`src/shared/ufc_pkg.sv`:
```
// Purpose: constants for the fifo control and dma ready block
// Assumes: apb with 32-bit data, one word per register
// Notes: register offsets beyond the fifo control word are local choices
package ufc_pkg;
	// ==========================================
	// register map, byte addresses within a channel
	localparam logic [7:0] OFF_FIFO_CONTROL = 8'h00;
	localparam logic [7:0] OFF_STATUS = 8'h04;
	localparam logic [7:0] OFF_TX_DATA = 8'h08;
	localparam logic [7:0] OFF_RX_DATA = 8'h0C;
	localparam logic [7:0] OFF_PIN_SELECT = 8'h10;
	localparam logic [7:0] OFF_CH_STRIDE = 8'h20;
	// ==========================================
	// fifo control fields
	localparam int FC_ENABLE = 0;
	localparam int FC_RX_FLUSH = 1;
	localparam int FC_TX_FLUSH = 2;
	localparam int FC_DMA_MODE = 3;
	localparam int FC_TRIG_LO = 6;
	localparam logic [7:0] FC_RESET = 8'h00;
	localparam logic [7:0] FC_KEEP_MASK = 8'hC9;
	// ==========================================
	// status fields
	localparam int ST_TX_READY_N = 0;
	localparam int ST_RX_READY_N = 1;
	localparam int ST_RX_INT = 2;
	localparam int ST_FIFO_ON_LO = 6;
	// ==========================================
	// trigger levels
	localparam logic [4:0] TRIG_L0 = 5'h01;
	localparam logic [4:0] TRIG_L1 = 5'h04;
	localparam logic [4:0] TRIG_L2 = 5'h08;
	localparam logic [4:0] TRIG_L3 = 5'h0E;
	localparam int FIFO_DEPTH = 16;
endpackage : ufc_pkg

```
`src/logic/ufc_channel.sv`:
```
// Purpose: one channel's fifos, fifo control word and ready outputs
// Assumes: single clock, writes arrive as one-cycle strobes
// Notes: transmit side is drained by an external shifter strobe
`timescale 1ns/100ps
module ufc_channel #(
	parameter int DEPTH = ufc_pkg::FIFO_DEPTH
) (
	// clock and reset
	input wire logic pclk,
	input wire logic presetn,
	// register strobes
	input wire logic ctl_wr,
	input wire logic [7:0] ctl_data,
	input wire logic tx_wr,
	input wire logic [7:0] tx_data,
	input wire logic rx_rd,
	input wire logic sel_wr,
	input wire logic sel_data,
	// serial side
	input wire logic tx_take,
	input wire logic rx_put,
	input wire logic [7:0] rx_char,
	input wire logic rx_timeout,
	// state
	output logic [7:0] fifo_control,
	output logic [7:0] rx_head,
	output logic [4:0] tx_count,
	output logic [4:0] rx_count,
	output logic multifunction_pin_select,
	output logic rx_int,
	output logic transmit_ready_n,
	output logic receive_ready_n,
	output logic [7:0] tx_head
);
	localparam int AW = $clog2(DEPTH);
	localparam logic [4:0] FULL = 5'(DEPTH);

	// ==========================================
	// trigger decode
	function automatic logic [4:0] trig_level(input logic [1:0] code);
		case (code)
			2'h0: trig_level = ufc_pkg::TRIG_L0;
			2'h1: trig_level = ufc_pkg::TRIG_L1;
			2'h2: trig_level = ufc_pkg::TRIG_L2;
			default: trig_level = ufc_pkg::TRIG_L3;
		endcase
	endfunction : trig_level

	logic [7:0] tx_mem [DEPTH];
	logic [7:0] rx_mem [DEPTH];
	logic [AW-1:0] tx_wp, tx_rp, rx_wp, rx_rp;
	logic rx_latched;

	wire fifo_en = fifo_control[ufc_pkg::FC_ENABLE];
	wire dma1 = fifo_en & fifo_control[ufc_pkg::FC_DMA_MODE];
	// holding-register operation when fifos are off: one location only
	wire [4:0] cap = fifo_en ? FULL : 5'h01;
	wire [4:0] trig = trig_level(fifo_control[7:6]);
	wire prog = ctl_wr & ctl_data[ufc_pkg::FC_ENABLE];
	// enable toggling or explicit flush empties a side
	wire en_change = ctl_wr & (ctl_data[ufc_pkg::FC_ENABLE] != fifo_en);
	wire tx_flush = (prog & ctl_data[ufc_pkg::FC_TX_FLUSH]) | en_change;
	wire rx_flush = (prog & ctl_data[ufc_pkg::FC_RX_FLUSH]) | en_change;
	wire tx_push = tx_wr & (tx_count < cap) & ~tx_flush;
	wire tx_pop = tx_take & (tx_count != 5'h00) & ~tx_flush;
	// reception continues past the trigger until every slot is taken
	wire rx_push = rx_put & (rx_count < cap) & ~rx_flush;
	wire rx_pop = rx_rd & (rx_count != 5'h00) & ~rx_flush;
	wire [4:0] next_tx_count = tx_flush ? 5'h00 : tx_count + 5'(tx_push) - 5'(tx_pop);
	wire [4:0] next_rx_count = rx_flush ? 5'h00 : rx_count + 5'(rx_push) - 5'(rx_pop);
	// mode 1 receive ready sets on trigger or time-out, holds until empty
	wire rx_set = (next_rx_count >= trig) | rx_timeout;
	wire next_rx_latched = (next_rx_count != 5'h00) & (rx_latched | rx_set);
	wire next_txr_n = dma1 ? (next_tx_count == FULL) : (next_tx_count != 5'h00);
	wire next_rxr_n = dma1 ? ~next_rx_latched : (next_rx_count == 5'h00);

	// ==========================================
	// control word: bits 5-4 held zero, flush bits self clear
	always_ff @(posedge pclk or negedge presetn) begin
		if (!presetn) begin
			fifo_control <= ufc_pkg::FC_RESET;
		end else if (prog) begin
			fifo_control <= ctl_data & ufc_pkg::FC_KEEP_MASK;
		end else if (ctl_wr) begin
			fifo_control <= {fifo_control[7:1], 1'b0};
		end
	end

	always_ff @(posedge pclk or negedge presetn) begin
		if (!presetn) begin
			tx_wp <= '0;
			tx_rp <= '0;
			rx_wp <= '0;
			rx_rp <= '0;
			tx_count <= 5'h00;
			rx_count <= 5'h00;
			rx_latched <= 1'b0;
			transmit_ready_n <= 1'b0;
			receive_ready_n <= 1'b1;
			rx_int <= 1'b0;
			multifunction_pin_select <= 1'b0;
		end else begin
			tx_wp <= tx_flush ? '0 : tx_wp + AW'(tx_push);
			tx_rp <= tx_flush ? '0 : tx_rp + AW'(tx_pop);
			rx_wp <= rx_flush ? '0 : rx_wp + AW'(rx_push);
			rx_rp <= rx_flush ? '0 : rx_rp + AW'(rx_pop);
			tx_count <= next_tx_count;
			rx_count <= next_rx_count;
			rx_latched <= next_rx_latched;
			transmit_ready_n <= next_txr_n;
			receive_ready_n <= next_rxr_n;
			// interrupt at the trigger, withdrawn below it; with fifos off, while a character is held
			rx_int <= fifo_en ? (next_rx_count >= trig) : (next_rx_count != 5'h00);
			if (sel_wr) begin
				multifunction_pin_select <= sel_data;
			end
		end
	end

	always_ff @(posedge pclk) begin
		if (tx_push) begin
			tx_mem[tx_wp] <= tx_data;
		end
		if (rx_push) begin
			rx_mem[rx_wp] <= rx_char;
		end
	end

	assign rx_head = rx_mem[rx_rp];
	assign tx_head = tx_mem[tx_rp];
endmodule : ufc_channel

```
`src/logic/ufc_top.sv`:
```
// Purpose: apb slave for two channels of fifo control and dma ready logic
// Assumes: serial shifters outside; all serial-side inputs are synchronous
// Notes: zero wait-state apb, pready low in reset and high from the first clock after it
// Notes on behaviour
// - receive interrupt condition raised when receive count equals trigger level
// - receive fifo keeps filling past the trigger until full
// - trigger code 00,01,10,11 gives 1,4,8,14 characters
// - control bits five and four always read zero
// - control bit three selects dma mode, mode 0 after reset
// - fifos off or mode 0: transmit ready low when transmit side empty; the transmit_ready_n pins are held high during reset
// - mode 0: transmit ready goes high on first character written
// - fifos off or mode 0: receive ready low while any character held
// - mode 0: receive ready returns high when receiver empty
// - mode 1: transmit ready high only when transmit fifo full
// - mode 1: receive ready low on trigger level or receive time-out
// - mode 1: receive ready held low until receive fifo empty
// - control bit two flushes transmit fifo and self clears
// - control bit one flushes receive fifo and self clears
// - control bit zero enables both fifos, zero after reset
// - other control bits change only on writes with bit zero set
// - status bits seven and six read ones while fifos enabled
// - receive interrupt withdrawn when fill drops below trigger
`timescale 1ns/100ps
module ufc_top (
	// apb
	input wire logic pclk,
	input wire logic presetn,
	input wire logic psel,
	input wire logic penable,
	input wire logic pwrite,
	input wire logic [7:0] paddr,
	input wire logic [31:0] pwdata,
	output logic [31:0] prdata,
	output logic pready,
	output logic pslverr,
	// serial side, channel a then b
	input wire logic [1:0] tx_take,
	input wire logic [1:0] rx_put,
	input wire logic [15:0] rx_char,
	input wire logic [1:0] rx_timeout,
	// ready and data outputs
	output logic [1:0] transmit_ready_n,
	output logic [1:0] multifunction_pin,
	output logic [15:0] tx_char
);
	// ==========================================
	// decode
	wire access_ph = psel & penable;
	wire ch = paddr[5];
	wire [7:0] off = paddr & 8'h1F;
	wire hit_ctl = off == ufc_pkg::OFF_FIFO_CONTROL;
	wire hit_st = off == ufc_pkg::OFF_STATUS;
	wire hit_tx = off == ufc_pkg::OFF_TX_DATA;
	wire hit_rx = off == ufc_pkg::OFF_RX_DATA;
	wire hit_sel = off == ufc_pkg::OFF_PIN_SELECT;
	wire mapped = (paddr[7:6] == 2'h0) & (hit_ctl | hit_st | hit_tx | hit_rx | hit_sel);
	wire wr = access_ph & pwrite & mapped;
	wire rd = access_ph & ~pwrite & mapped;

	logic [7:0] fc [2];
	logic [7:0] rxh [2];
	logic [7:0] txh [2];
	logic [4:0] txc [2];
	logic [4:0] rxc [2];
	logic [1:0] pin_sel, rxint, txr, rxr;
	logic [31:0] rd_word [2];

	// independent channels
	for (genvar i = 0; i < 2; i++) begin : g_ch
		wire me = ch == 1'(i);
		ufc_channel u_ch (
			.pclk(pclk),
			.presetn(presetn),
			.ctl_wr(wr & me & hit_ctl),
			.ctl_data(pwdata[7:0]),
			.tx_wr(wr & me & hit_tx),
			.tx_data(pwdata[7:0]),
			.rx_rd(rd & me & hit_rx),
			.sel_wr(wr & me & hit_sel),
			.sel_data(pwdata[0]),
			.tx_take(tx_take[i]),
			.rx_put(rx_put[i]),
			.rx_char(rx_char[8*i +: 8]),
			.rx_timeout(rx_timeout[i]),
			.fifo_control(fc[i]),
			.rx_head(rxh[i]),
			.tx_count(txc[i]),
			.rx_count(rxc[i]),
			.multifunction_pin_select(pin_sel[i]),
			.rx_int(rxint[i]),
			.transmit_ready_n(txr[i]),
			.receive_ready_n(rxr[i]),
			.tx_head(txh[i])
		);
		// fifo-enabled flag shows in status bits seven and six
		assign rd_word[i] = hit_ctl ? {24'h0, fc[i]} :
			hit_st ? {16'h0, 3'h0, rxc[i], {2{fc[i][0]}}, 3'h0, rxint[i], rxr[i], txr[i]} :
			hit_rx ? {24'h0, rxh[i]} :
			hit_sel ? {31'h0, pin_sel[i]} :
			{27'h0, txc[i]};
	end

	// ==========================================
	// registered outputs; pin shows receive ready only when selected
	always_ff @(posedge pclk or negedge presetn) begin
		if (!presetn) begin
			prdata <= 32'h0;
			pready <= 1'b0;
			pslverr <= 1'b0;
			transmit_ready_n <= 2'h3;
			multifunction_pin <= 2'h3;
			tx_char <= 16'h0;
		end else begin
			prdata <= rd_word[ch];
			pready <= 1'b1;
			pslverr <= psel & ~mapped;
			transmit_ready_n <= txr;
			multifunction_pin <= rxr | ~pin_sel;
			tx_char <= {txh[1], txh[0]};
		end
	end
endmodule : ufc_top

```
`config.mk`:
```
export PLATFORM = sky130hd
export DESIGN_NAME = ufc_top
export DESIGN_NICKNAME = d
export VERILOG_FILES = /design/src/shared/ufc_pkg.sv /design/src/logic/ufc_channel.sv /design/src/logic/ufc_top.sv
export SDC_FILE = /design/constraint.sdc
export NUM_CORES = 1
export LEC_CHECK = 0
export BUFFER_PORTS_ARGS = -buffer_cell sky130_fd_sc_hd__buf_2
export CAP_MARGIN = 20
export CORE_ASPECT_RATIO = 0.7
export CORE_UTILIZATION = 45
export CTS_CLUSTER_SIZE = 16
export DETAILED_ROUTE_END_ITERATION = 7
export MAX_ROUTING_LAYER = met4
export PLACE_DENSITY = 0.69
export SETUP_SLACK_MARGIN = 0.02
export SYNTH_ARGS = -nofsm -noshare
export SYNTH_HDL_FRONTEND = slang
export SYNTH_SLANG_ARGS = --single-unit
```
`constraint.sdc`:
```
create_clock -name pclk -period 4.6 [get_ports pclk]
set_input_delay 1.38 -clock pclk [delete_from_list [all_inputs] [get_ports pclk]]
set_output_delay 1.38 -clock pclk [all_outputs]
set_load 0.02 [all_outputs]
```
[Word level (Yosys, flattened, before mapping)]
Memories as Yosys holds them, arrays and structs flattened. A register that Yosys moved wholly into a read port is not among the register bits.
Index checks and enable logic that the tools add are counted.
Word-level totals
  memory bits (writable): 512
  logic and storage cells: 204
  bits in registers: 116
  output and inout port bits: 54
  input port bits: 67
  memories: 4
Operators by class
  bitwise logic cells: 71
  add/sub/neg operators: 16
  magnitude comparators: 7
  mux-type cells: 45
  eq/ne operators: 12
  reduce and logical (&&, ||, !) cells: 18
Memory list
  g_ch[0].u_ch.rx_mem: words 16, bits a word 8, rd ports 1, clocked after memory_dff 0, write ports 1, line ufc_channel.sv:50  | logic [7:0] rx_mem [DEPTH];
  g_ch[0].u_ch.tx_mem: words 16, bits a word 8, rd ports 1, clocked after memory_dff 1, write ports 1, line ufc_channel.sv:49  | logic [7:0] tx_mem [DEPTH];
  g_ch[1].u_ch.rx_mem: words 16, bits a word 8, rd ports 1, clocked after memory_dff 0, write ports 1, line ufc_channel.sv:50
  g_ch[1].u_ch.tx_mem: words 16, bits a word 8, rd ports 1, clocked after memory_dff 1, write ports 1, line ufc_channel.sv:49
Operators by type and width (count)
  $mux 13: 5
  $mux 32: 2
  $and 1x1->1: 47
  $mux 5: 8
  $reduce_bool 5->1: 8
  $add 4x1->4: 8
  $mux 4: 8
  $mux 8: 4
  $pmux 4 s3: 2
  $add 5x1->5: 4
  $lt 5x5->1: 4
  $sub 5x1->5: 4
  $mux 1: 16
  $eq 5x5->1 const B: 3
  $or 1x1->1: 12
  $eq 5x4->1 const B: 2
  $ge 5x4->1: 2
  $logic_not 5->1: 2
  $not 1->1: 9
  $logic_not 8->1: 1
  $logic_not 2->1: 3
  $eq 5x3->1 const B: 1
  $eq 2x1->1 const B: 2
  $eq 2x2->1 const B: 2
  other kinds (7): 10

[Depth between registers and ports, before layout]
Gate-level depths: netlist (run 1).
  depth in word-level cells: 23
  mapped depth: 16
  gate-level depth less buffers: 16

[Hierarchy]
Synthesis (run 1) repeated with hierarchy kept, for this count alone.
Unflattened totals
  cell total of the unflattened synthesis: 1388
  area total of the unflattened synthesis: 25689.6 µm²
By module, submodules not included
  ufc_channel (g_ch[1].u_ch): sequential area each 8564.5 µm², instances 1, area an instance 11922.7 µm², cells an instance 600
  ufc_channel (g_ch[0].u_ch): sequential area each 8564.5 µm², instances 1, area an instance 11873.9 µm², cells an instance 599
  ufc_top: sequential area each 880.8 µm², instances 1, area an instance 1893.1 µm², cells an instance 189

[Worst setup path before layout (run 1)]
Ideal clock, no wire load.
  path kind: input-to-reg
  start: input port paddr[4]
  end: register g_ch[0].u_ch.receive_ready_n
  buffers on the path: 2
  stages on the path: 15
  setup time: 0.063 ns
  path slack: -0.479 ns
  arrival time: 5.016 ns
  required time: 4.537 ns
  path through: or4_1 -> clkbuf_1 -> a2111o_1 -> or3_1 -> buf_1 -> and2_1 -> ha_1 -> inv_1 -> fa_1 -> nor2_1 -> ha_1 -> a21o_1 -> a21o_1 -> a221oi_2 -> a41o_1
On the way
  word-level cells in the longest chain between the ends: 23
  elaborated cells on any way between the ends: 35
  those cells by class: add/sub (2); order compare (1); eq/ne (4); mux (2); bitwise (23); reduce/logical (3)
Ends and longest elaborated chain
  from (decl): line ufc_top.sv:31  | input wire logic [7:0] paddr,
  $eq 5x3->1 / $logic_not 8->1 (equally long branches): line ufc_top.sv:52, ufc_top.sv:51
  $or 1x1->1 (4 in series): line ufc_top.sv:56  | wire mapped = (paddr[7:6] == 2'h0) & (hit_ctl | hit_st | hit_tx | hit_rx | hit_sel);
  $and 1x1->1: line ufc_top.sv:56
  $and 1x1->1: line ufc_top.sv:57  | wire wr = access_ph & pwrite & mapped;
  $and 1x1->1 (2 in series): line ufc_top.sv:74  | .ctl_wr(wr & me & hit_ctl),
  $and 1x1->1: line ufc_channel.sv:59  | wire prog = ctl_wr & ctl_data[ufc_pkg::FC_ENABLE];
  $and 1x1->1: line ufc_channel.sv:63  | wire rx_flush = (prog & ctl_data[ufc_pkg::FC_RX_FLUSH]) | en_change;
  $or 1x1->1: line ufc_channel.sv:63
  [... 5 more ...]
  net g_ch[0].u_ch.next_rx_count[1]: line ufc_channel.sv:70  | wire [4:0] next_rx_count = rx_flush ? 5'h00 : rx_count + 5'(rx_push) - 5'(rx_pop);
  $ge 5x4->1: line ufc_channel.sv:72  | wire rx_set = (next_rx_count >= trig) | rx_timeout;
  $or 1x1->1: line ufc_channel.sv:72
  $or 1x1->1: line ufc_channel.sv:73  | wire next_rx_latched = (next_rx_count != 5'h00) & (rx_latched | rx_set);
  $and 1x1->1: line ufc_channel.sv:73
  $not 1->1: line ufc_channel.sv:75  | wire next_rxr_n = dma1 ? ~next_rx_latched : (next_rx_count == 5'h00);
  $mux 1 *: line ufc_channel.sv:75
  net g_ch[0].u_ch.next_rxr_n: line ufc_channel.sv:75
  to (signal assigned): line ufc_channel.sv:111  | receive_ready_n <= next_rxr_n;
  to (decl): line ufc_channel.sv:32  | output logic receive_ready_n,
Mark *: on every way through the listed nets, which the timed path passes. The rest lies on a longest branch.
A chain may end at the register's enable or synchronous reset.

[Worst setup path after layout (run 1)]
  start: input port paddr[1]
  end: register g_ch[0].u_ch.receive_ready_n
The elaborated chain is that of the path after synthesis.

==> results of run 1 <==
==> layout make-up <==
class                   count  area (sq um)
inverters                  43           161
multi-input cells         684          7200
clock inverters            29           209
diodes                      3          7.51
clock buffers              75          1550
flip-flops and latches    617         18000
well taps                 740           926
repair buffers            195          1310
fillers                  4386         26300
==> sequential cells by signal, summed over array words and instances (netlist names), 10 cells and up <==
| register | cells |
|---|---|
| g_ch.u_ch.rx_count | 10 |
| g_ch.u_ch.rx_mem | 256 |
| g_ch.u_ch.tx_count | 10 |
| g_ch.u_ch.tx_mem | 256 |
| prdata | 13 |
| tx_char | 16 |
==> logic make-up (layout without fill, tap and decap cells) <==
| family | Yosys count | after routing | share of synthesized area (%) |
|---|---|---|---|
| fa+ha+maj | 64 | 64 | 3.25 |
| compound gates | 95 | 95 | 2.70 |
| mux | 185 | 185 | 14.4 |
| flops | 617 | 617 | 70.6 |
| simple gates | 289 | 289 | 5.79 |
| other cells | 2 | 23 | 0.0294 |
| buf+inv | 126 | 342 | 2.16 |
| xor+xnor | 31 | 31 | 1.06 |
==> cell usage after synthesis, drive strengths merged (7+ instances only) <==
library cell	count
nand3b	9
nor4	8
inv	43
nor2b	15
nor2	98
a22oi	7
o21ai	17
nand2b	17
xor2	14
mux4	145
ha	60
a31oi	7
buf	46
edfxtp	512
clkbuf	37
mux2i	23
nand2	34
nor3	25
mux2	17
xnor2	17
dfrtp	99
and2	22
a21oi	20
nand3	30
==> metal layers <==
layer	wire (um)	global-route usage, %	vias to the layer above
met5	0	-	-
met4	1100	5.27	0
met3	4190	4.10	73
met2	25500	29.4	425
met1	26300	31.3	7042
li1	-	-	5880
==> critical path, delay by kind of cell <==
family	cells	cell delay (ns)
adders and majority gates	4	1.23
AOI/OAI and AO/OA	5	1.07
and+or+nand+nor	4	0.98
buffers and inverters	4	0.39
==> per-stage QoR <==
step | total power (uW) | setup TNS, ns
global placement | 10700 | -4.11
global route | 16100 | 0
finish | 15300 | 0
CTS | 15300 | 0
floorplan | 9500 | -0.719
detailed placement | 10800 | -5.08
==> timing repair <==
action,CTS,global route
resized for setup,1,12
pin swaps,1,3
setup buffers,0,1
endpoints found under the setup margin,3,6
==> power groups by stage <==
stage,logic (uW),clock network (uW),registers [uW]
detailed placement,3590,0,7220
finish,3770,4500,7070
global route,4120,4800,7140
global placement,3510,0,7190
CTS,3630,4580,7110
floorplan,2570,0,6930
==> worst max path at each step <==
stage,slack (ns),from,end,cells past startpoint
global placement,-0.65,paddr[1],g_ch[0].u_ch.receive_ready_n$_DFF_PN1_,17
floorplan,-0.24,paddr[4],g_ch[0].u_ch.receive_ready_n$_DFF_PN1_,15
global route,0.008,paddr[1],g_ch[0].u_ch.receive_ready_n$_DFF_PN1_,17
CTS,0.04,paddr[1],g_ch[0].u_ch.rx_latched$_DFF_PN0_,17
detailed placement,-0.74,paddr[1],g_ch[0].u_ch.receive_ready_n$_DFF_PN1_,17
finish,0.11,paddr[1],g_ch[0].u_ch.receive_ready_n$_DFF_PN1_,17
==> impl_metrics.ini, run 1 <==
[status]
status = complete, no violations

[sta]
setup_ws_ns = 0.112
setup_viol = 0
rsz0062_at_grt = true
worst_pin_slew_ns = 1.01
period_share_pct = 97.6
maxSlewHeadroom_pct = 32.7
hold_slack_ns = 0.383
max_freq_mhz = 223
period_needed_ns = 4.49
hold_viol_final = 0
slew_violations = 0
final.setup_skew_ns = 0.0256

[placed_design]
gp_congestion = 0.878
placed_area_sq_um = 27500
dp.cells = 2275
hpwl_um = 38000
dpl_worst_slack_ns = -0.735
numPortBuffers = 77

[layout]
utilization_pct = 52.8
layout_common_cells = edfxtp_1, mux4_2, buf_4
area_growth_pct = 15.1
final_common_cell = edfxtp_1
nets = 1728
drive_above_1_share_pct = 29.8
final_cells = 2386
final_area_sq_um = 29400

[synth]
synthesis.instances = 1409
yosys.area.top_type = edfxtp_1
synth_edf_count = 512
yosysSeqAreaShare_pct = 70.6
synth.area.top_cells = edfxtp_1, mux4_2, dfrtp_1
netlist.area_leader.share_pct = 60.2
synth.ff_latch_count = 617
async_flop_share_pct = 17.0
yosys_warnings = 0
netlist_area_sq_um = 25500
syn_area_per_cell_sq_um = 18.1
ys.flop_type = edfxtp_1
ys_types = 71

[power]
p_per_area_nw_per_um2 = 522
p_int_uw = 10900
p_clk_share_pct = 29.3
pwr-share-seq_pct = 46.1
comb_power_share_pct = 24.6
p_leak_uw = 0.0102
switching_share_pct = 29.0
max-vdd-ir-drop_mv = 0.269
power_switching_uw = 4450

[global_routing]
grtUsageTotal_pct = 20.9
grt_pass1_vias = 13800
grt_first_pass_wirelength_um = 86700
globalRouteOverflowTotal = 0
antenna_found_initial = 3
grt_max_degree = 61

[clock_network]
clock_latency_ns = 0.61
tritoncts = done
ctsHoldBuffers = 0
clock-sinks = 617
clk_pin_slew_ns = 0.07
htree_num_levels = 2
numCtsBuffers = 56
clock-root-buffer = clkbuf_16
clock_path_buffers = 3

[routing]
drc = 0
firstDrtPassIters = 5
drt_iter0_markers = 1305
wirelength_um = 57100
vias_per_cell = 5.62
vias = 13400
ant_nets = 0
wl_per_cell_um = 23.9

[run]
max_cap_viol_count = 0

[worst_setup_path]
crit_arrival_ns = 5.05
crit_type = primary input to flop
r2r_slack_ns = 0.79
reg2reg_depth = 14
worst_path_max_delay_cell = or4_4
worstReg2RegEnd = g_ch[0].u_ch.receive_ready_n$_DFF_PN1_
start_kind = primary input
critPathMaxStageDelay_ns = 0.58
cp.required_ns = 5.16
critPathMaxFanout = 3
end_kind = flop
worstPathCellList = buf_2 > nor4_2 > buf_4 > nand2_1 > or4_4 > a311oi_4 > ha_1 > inv_2 > ha_4 > inv_2 > fa_2 > nor2_2 > ha_1 > a21o_1 > a21o_1 > a221oi_2 > a41o_1
r2r_start = g_ch[0].u_ch.fifo_control[0]$_DFFE_PN0P_

[die]
dieArea_sq_um = 57700
floorplan.initialDensity_pct = 45.8
num_rows = 72
pin_count = 121
die_width_um = 287
die_y_um = 201
core_sq_um = 55700

[worst_hold_path]
hp-class = flop to flop
whs_endpoint = transmit_ready_n[1]$_DFF_PN1_
worstHoldStart = g_ch[1].u_ch.transmit_ready_n$_DFF_PN0_
holdPathStages = 0
Power figures use the tool's default switching activity.
==> inputs of run 2 (changes only) <==
Settings changed: SYNTH_HIERARCHICAL set to 1.
==> impl_metrics.ini, run 2 <==
[status]
status = complete, no violations

[power]
comb_power_share_pct = 24.5
pwr-share-seq_pct = 45.1
p_int_uw = 11200
p_clk_share_pct = 30.5
p_per_area_nw_per_um2 = 531
max-vdd-ir-drop_mv = 0.327
switching_share_pct = 28.8
p_leak_uw = 0.0104
power_switching_uw = 4510

[clock_network]
clock_path_buffers = 3
clock_latency_ns = 0.62
htree_num_levels = 2
cts_resized = 0
clock-sinks = 617
post_cts_buffers = 0
ctsHoldBuffers = 0
numCtsBuffers = 58
clk_pin_slew_ns = 0.06
clock-root-buffer = clkbuf_16
tritoncts = done

[worst_setup_path]
worstPathCellList = buf_2 > or3_2 > nor2_2 > nand2_1 > nor4_1 > buf_4 > o41ai_1 > nor2_4 > ha_1 > inv_1 > ha_1 > a21oi_1 > o21bai_1 > xnor2_1 > nor2_1 > ha_1 > a21oi_1 > o21ai_2 > o41ai_1
cp.required_ns = 5.11
critPathMaxStageDelay_ns = 0.49
startpoint = paddr[1]
crit_type = primary input to flop
start_kind = primary input
end_kind = flop
critPathTopFamily = simple AND/OR/NAND/NOR gates
cp_common_cell = ha_1
path_buf_inv = 3
critPathMaxFanout = 3
worst_path_max_delay_cell = or3_2
r2r_start = g_ch[1].u_ch/rx_count[1]$_DFF_PN0_
crit_arrival_ns = 4.88

[sta]
period_share_pct = 94.8
hold_slack_ns = 0.456
maxSlewHeadroom_pct = 23.3
rsz0062_at_grt = true
worst_pin_slew_ns = 1.15
final.setup_skew_ns = 0.0291
period_needed_ns = 4.36
setup_viol = 0
hold_viol_final = 0
max_freq_mhz = 229
slew_violations = 0

[die]
die_width_um = 288
floorplan.initialDensity_pct = 46.1
die_y_um = 202
num_rows = 72
pin_count = 121
core_sq_um = 55800
dieArea_sq_um = 58100

[synth]
yosys.area.top_type = edfxtp_1
synthesis.instances = 1388
synth.ff_latch_count = 617
synth_edf_count = 512
ys_top_cells_by_count = edfxtp_1, mux4_2, nor2_1
synth.area.top_cells = edfxtp_1, mux4_2, dfrtp_1
netlist.area_leader.share_pct = 59.8
ys_types = 71
ys.flop_type = edfxtp_1
syn_area_per_cell_sq_um = 18.5
yosys_warnings = 6
yosysSeqAreaShare_pct = 70.1
netlist_area_sq_um = 25700
yosysMostFrequentCell = edfxtp_1
async_flop_share_pct = 17.0

[layout]
reg_top3 = g_ch.u_ch/rx_mem x256, g_ch.u_ch/tx_mem x256, tx_char x16
final_cells = 2374
layout_common_cells = edfxtp_1, mux4_2, buf_4
drive_above_1_share_pct = 31.8
area_growth_pct = 15.2
nets = 1718
final_common_cell = edfxtp_1

[routing]
drt_iter0_markers = 1338
ant_nets = 0
vias_per_cell = 5.47
wl_per_cell_um = 22.9
wirelength_um = 54300
drc = 0
vias = 13000
firstDrtPassIters = 5

[worst_hold_path]
hp-class = flop to flop
worstHoldStart = g_ch[0].u_ch/transmit_ready_n$_DFF_PN0_

[placed_design]
hpwl_um = 35900
dp.cells = 2266
gp_congestion = 0.861
numPortBuffers = 77

[global_routing]
grtUsageTotal_pct = 19.8
grt_pass1_vias = 13000
grt_first_pass_wirelength_um = 82100
grt_max_degree = 106
antenna_found_initial = 1
globalRouteOverflowTotal = 0

[run]
max_cap_viol_count = 0
==> run 2: cell types whose count changed after synthesis, moves of 6 or more <==
| cell | before | now |
|---|---|---|
| and2_1 | 22 | 6 |
| mux4_2 | 145 | 160 |
| buf_2 | 5 | 18 |
| mux2i_1 | 23 | 10 |
| nand3_1 | 30 | 18 |
| buf_1 | 22 | 11 |
| nor2_1 | 98 | 109 |
| nand2_1 | 34 | 24 |
| nor3_1 | 24 | 14 |
| buf_4 | 19 | 27 |
| clkbuf_1 | 37 | 30 |
| inv_1 | 43 | 50 |
| nor4_1 | 8 | 2 |
==> run 2: through the flow <==
step | utilization [%] | area (sq um) | setup slack, ns | setup TNS [ns] | total power [uW]
after floorplan | - | 25900 | -0.119 | -0.468 | 9670
after global placement | 49.6 | 27700 | -0.315 | -1.93 | 10900
after detailed placement | 49.6 | 27700 | -0.362 | -2.37 | 11000
after CTS | 53.0 | 29600 | 0.255 | 0 | 15800
after global routing | 53.1 | 29600 | -0.00338 | -0.00338 | 16500
final | 53.1 | 29600 | 0.239 | 0 | 15700
==> run 2: final timing paths <==
check | to | slack [ns] | cells after the start
setup / recovery | g_ch[0].u_ch/receive_ready_n$_DFF_PN1_ | 0.24 | 19
hold / removal | transmit_ready_n[0]$_DFF_PN1_ | 0.46 | 0
setup reg to reg | g_ch[1].u_ch/receive_ready_n$_DFF_PN1_ | 0.87 | 16
hold reg to reg | transmit_ready_n[0]$_DFF_PN1_ | 0.46 | 0
max in group asynchronous | g_ch[1].u_ch/rx_rp[1]$_DFF_PN0_ | 3.24 | 2
min in group asynchronous | prdata[2]$_DFF_PN0_ | 0.76 | 2
==> run 2: layer usage <==
| layer | track usage, % | part of all wire [%] | vias up |
|---|---|---|---|
| met5 | - | 0 | - |
| met2 | 27.1 | 44 | 405 |
| met3 | 4.10 | 7.6 | 67 |
| met1 | 30.5 | 47 | 6715 |
| li1 | - | - | 5789 |
| met4 | 4.33 | 1.5 | 0 |
==> run 2: cell families after synthesis <==
family / synth area share (%)
adder cells (fa/ha/maj): 3.23
multiplexers: 15.0
other: 0.0584
buffers and inverters: 2.71
flip-flops: 70.1
AND/OR/NAND/NOR: 4.98
XOR/XNOR: 1.09
AO/OA/AOI/OAI: 2.83
==> run 2: worst reg2reg max path: stages, from the launching register on <==
cell and delay (ns):
dfrtp_1 0.63, inv_1 0.16, ha_1 0.24, o21ai_2 0.06, nand3_2 0.12, a2111oi_4 0.38, inv_1 0.08, ha_1 0.27
inv_1 0.06, ha_2 0.18, inv_2 0.04, fa_2 0.54, nor2_2 0.04, ha_1 0.26, a21oi_1 0.17, o21ai_1 0.11
o41ai_1 0.29
==> run 2: final cells by class <==
class / count / area [sq um]
inverters: 50 / 188
repair buffers: 206 / 1390
well taps: 740 / 926
clock buffers: 69 / 1490
fillers: 4340 / 26200
clock inverters: 37 / 408
multi-input cells: 654 / 7170
diodes: 1 / 2.50
flip-flops and latches: 617 / 18000
==> run 2: power groups by stage <==
stage | clock network, uW | logic, uW | registers [uW]
after global placement | 0 | 3710 | 7210
after floorplan | 0 | 2700 | 6970
final | 4780 | 3840 | 7080
after detailed placement | 0 | 3760 | 7230
after global routing | 5110 | 4250 | 7140
after CTS | 4890 | 3790 | 7120
==> inputs of run 3 (changes only) <==
Clock period 4.6 ns to 4.8 ns, I/O delays scaled along.
==> impl_metrics.ini, run 3 (same netlist as run 2, synthesis figures left out) <==
[status]
status = complete, no violations

[clock_network]
ctsHoldBuffers = 0
clock-sinks = 617
clk_pin_slew_ns = 0.06
post_cts_buffers = 0
htree_num_levels = 2
tritoncts = done
clock-root-buffer = clkbuf_16
numCtsBuffers = 57
clock_path_buffers = 3
cts_resized = 0
clock_latency_ns = 0.63

[routing]
wl_per_cell_um = 23.0
firstDrtPassIters = 5
drt_iter0_markers = 1286
wirelength_um = 54100
vias_per_cell = 5.51
ant_nets = 0
vias = 13000
drc = 0

[sta]
period_needed_ns = 4.36
slew_violations = 0
setup_viol = 0
hold_viol_final = 0
setup_tns_ns = 0
setup_ws_ns = 0.442
max_freq_mhz = 229
rsz0062_at_grt = false
final.setup_skew_ns = 0.0216
worst_pin_slew_ns = 0.949
period_share_pct = 90.8
maxSlewHeadroom_pct = 36.5

[worst_setup_path]
critPathMaxStageDelay_ns = 0.50
critPathMaxFanout = 3
cp_common_cell = ha_1
worst_path_max_delay_cell = or3_2
worstPathCellList = buf_2 > or3_2 > nor2_2 > nand2_1 > nor4_1 > buf_4 > o41ai_1 > nor2_1 > ha_1 > inv_1 > ha_1 > a21oi_1 > o21bai_1 > xnor2_1 > nor2_1 > ha_1 > a21oi_1 > o21ai_1 > o31a_1
reg2reg_depth = 16
start_kind = primary input
crit_type = primary input to flop
cp.required_ns = 5.31
end_kind = flop
crit_arrival_ns = 4.86

[power]
p_int_uw = 10800
max-vdd-ir-drop_mv = 0.291
pwr-share-seq_pct = 45.0
power_switching_uw = 4260
p_per_area_nw_per_um2 = 510
p_leak_uw = 0.0103
p_clk_share_pct = 31.7
comb_power_share_pct = 23.2
switching_share_pct = 28.3

[die]
core_sq_um = 55800
dieArea_sq_um = 58100
pin_count = 121
floorplan.initialDensity_pct = 46.1
die_width_um = 288
num_rows = 72
die_y_um = 202

[layout]
drive_above_1_share_pct = 31.1
final_common_cell = edfxtp_1
utilization_pct = 52.9
final_area_sq_um = 29500
area_growth_pct = 14.9
reg_top3 = g_ch.u_ch/rx_mem x256, g_ch.u_ch/tx_mem x256, tx_char x16
layout_common_cells = edfxtp_1, mux4_2, buf_4
nets = 1700

[global_routing]
globalRouteOverflowTotal = 0
grt_max_degree = 62
antenna_found_initial = 4
grt_pass1_vias = 13200
grtUsageTotal_pct = 19.8
grt_first_pass_wirelength_um = 82200

[placed_design]
hpwl_um = 36200
dpl_worst_slack_ns = -0.192
gp_congestion = 0.898
numPortBuffers = 77
placed_area_sq_um = 27500

[run]
max_cap_viol_count = 0

[worst_hold_path]
hp-class = flop to flop
holdPathStages = 0
==> run 3: path summary, 6_finish.rpt <==
path                                                               start  slack [ns]                           endpoint
min in group asynchronous                                        presetn        0.91                   pready$_DFF_PN0_
max in group asynchronous                                        presetn        3.06     multifunction_pin[1]$_DFF_PN1_
worst min-delay path             g_ch[0].u_ch/transmit_ready_n$_DFF_PN0_        0.45      transmit_ready_n[0]$_DFF_PN1_
worst max register to register  g_ch[1].u_ch/fifo_control[0]$_DFFE_PN0P_        1.05      g_ch[1].u_ch/rx_int$_DFF_PN0_
worst min register to register   g_ch[0].u_ch/transmit_ready_n$_DFF_PN0_        0.45      transmit_ready_n[0]$_DFF_PN1_
worst max-delay path                                            paddr[1]        0.44  g_ch[0].u_ch/rx_latched$_DFF_PN0_
==> run 3: critical path: cells and delay by family <==
family          cells  cell delay [ns]
xor+xnor            1             0.26
fa+ha+maj           3             0.78
simple gates        6             1.24
buf+inv             3             0.34
compound gates      6             0.82
==> run 3: layout make-up <==
cell class	instances	area, sq um
fillers	4288	26200
repair buffers	189	1260
well taps	740	926
multi-input cells	654	7140
clock inverters	39	527
diodes	1	2.50
flip-flops and latches	617	18000
inverters	50	188
clock buffers	66	1470
==> run 3: routing by layer <==
layer | global-route usage (%) | wire [um] | vias to the layer above
li1 | - | - | 5752
met1 | 29.8 | 25300 | 6785
met2 | 27.9 | 24000 | 386
met3 | 3.83 | 4020 | 67
met4 | 4.12 | 793 | 0
met5 | - | 0 | -
==> run 3: metrics by stage <==
step / hold slack, ns / power [uW] / std cells
6_report: 0.452 / 15100 / 2356
3_3_place_gp: 0.450 / 10300 / 2249
5_1_grt: 0.460 / 15800 / 2356
3_5_place_dp: 0.443 / 10400 / 2249
4_1_cts: 0.454 / 15200 / 2354
2_1_floorplan: 0.354 / 9230 / 1412
==> run 3: power groups by stage <==
stage	Sequential, uW	Clock, uW	Combinational (uW)
2_1_floorplan	6680	0	2550
3_3_place_gp	6890	0	3440
3_5_place_dp	6900	0	3500
4_1_cts	6790	4890	3530
5_1_grt	6850	5080	3860
6_report	6790	4780	3500
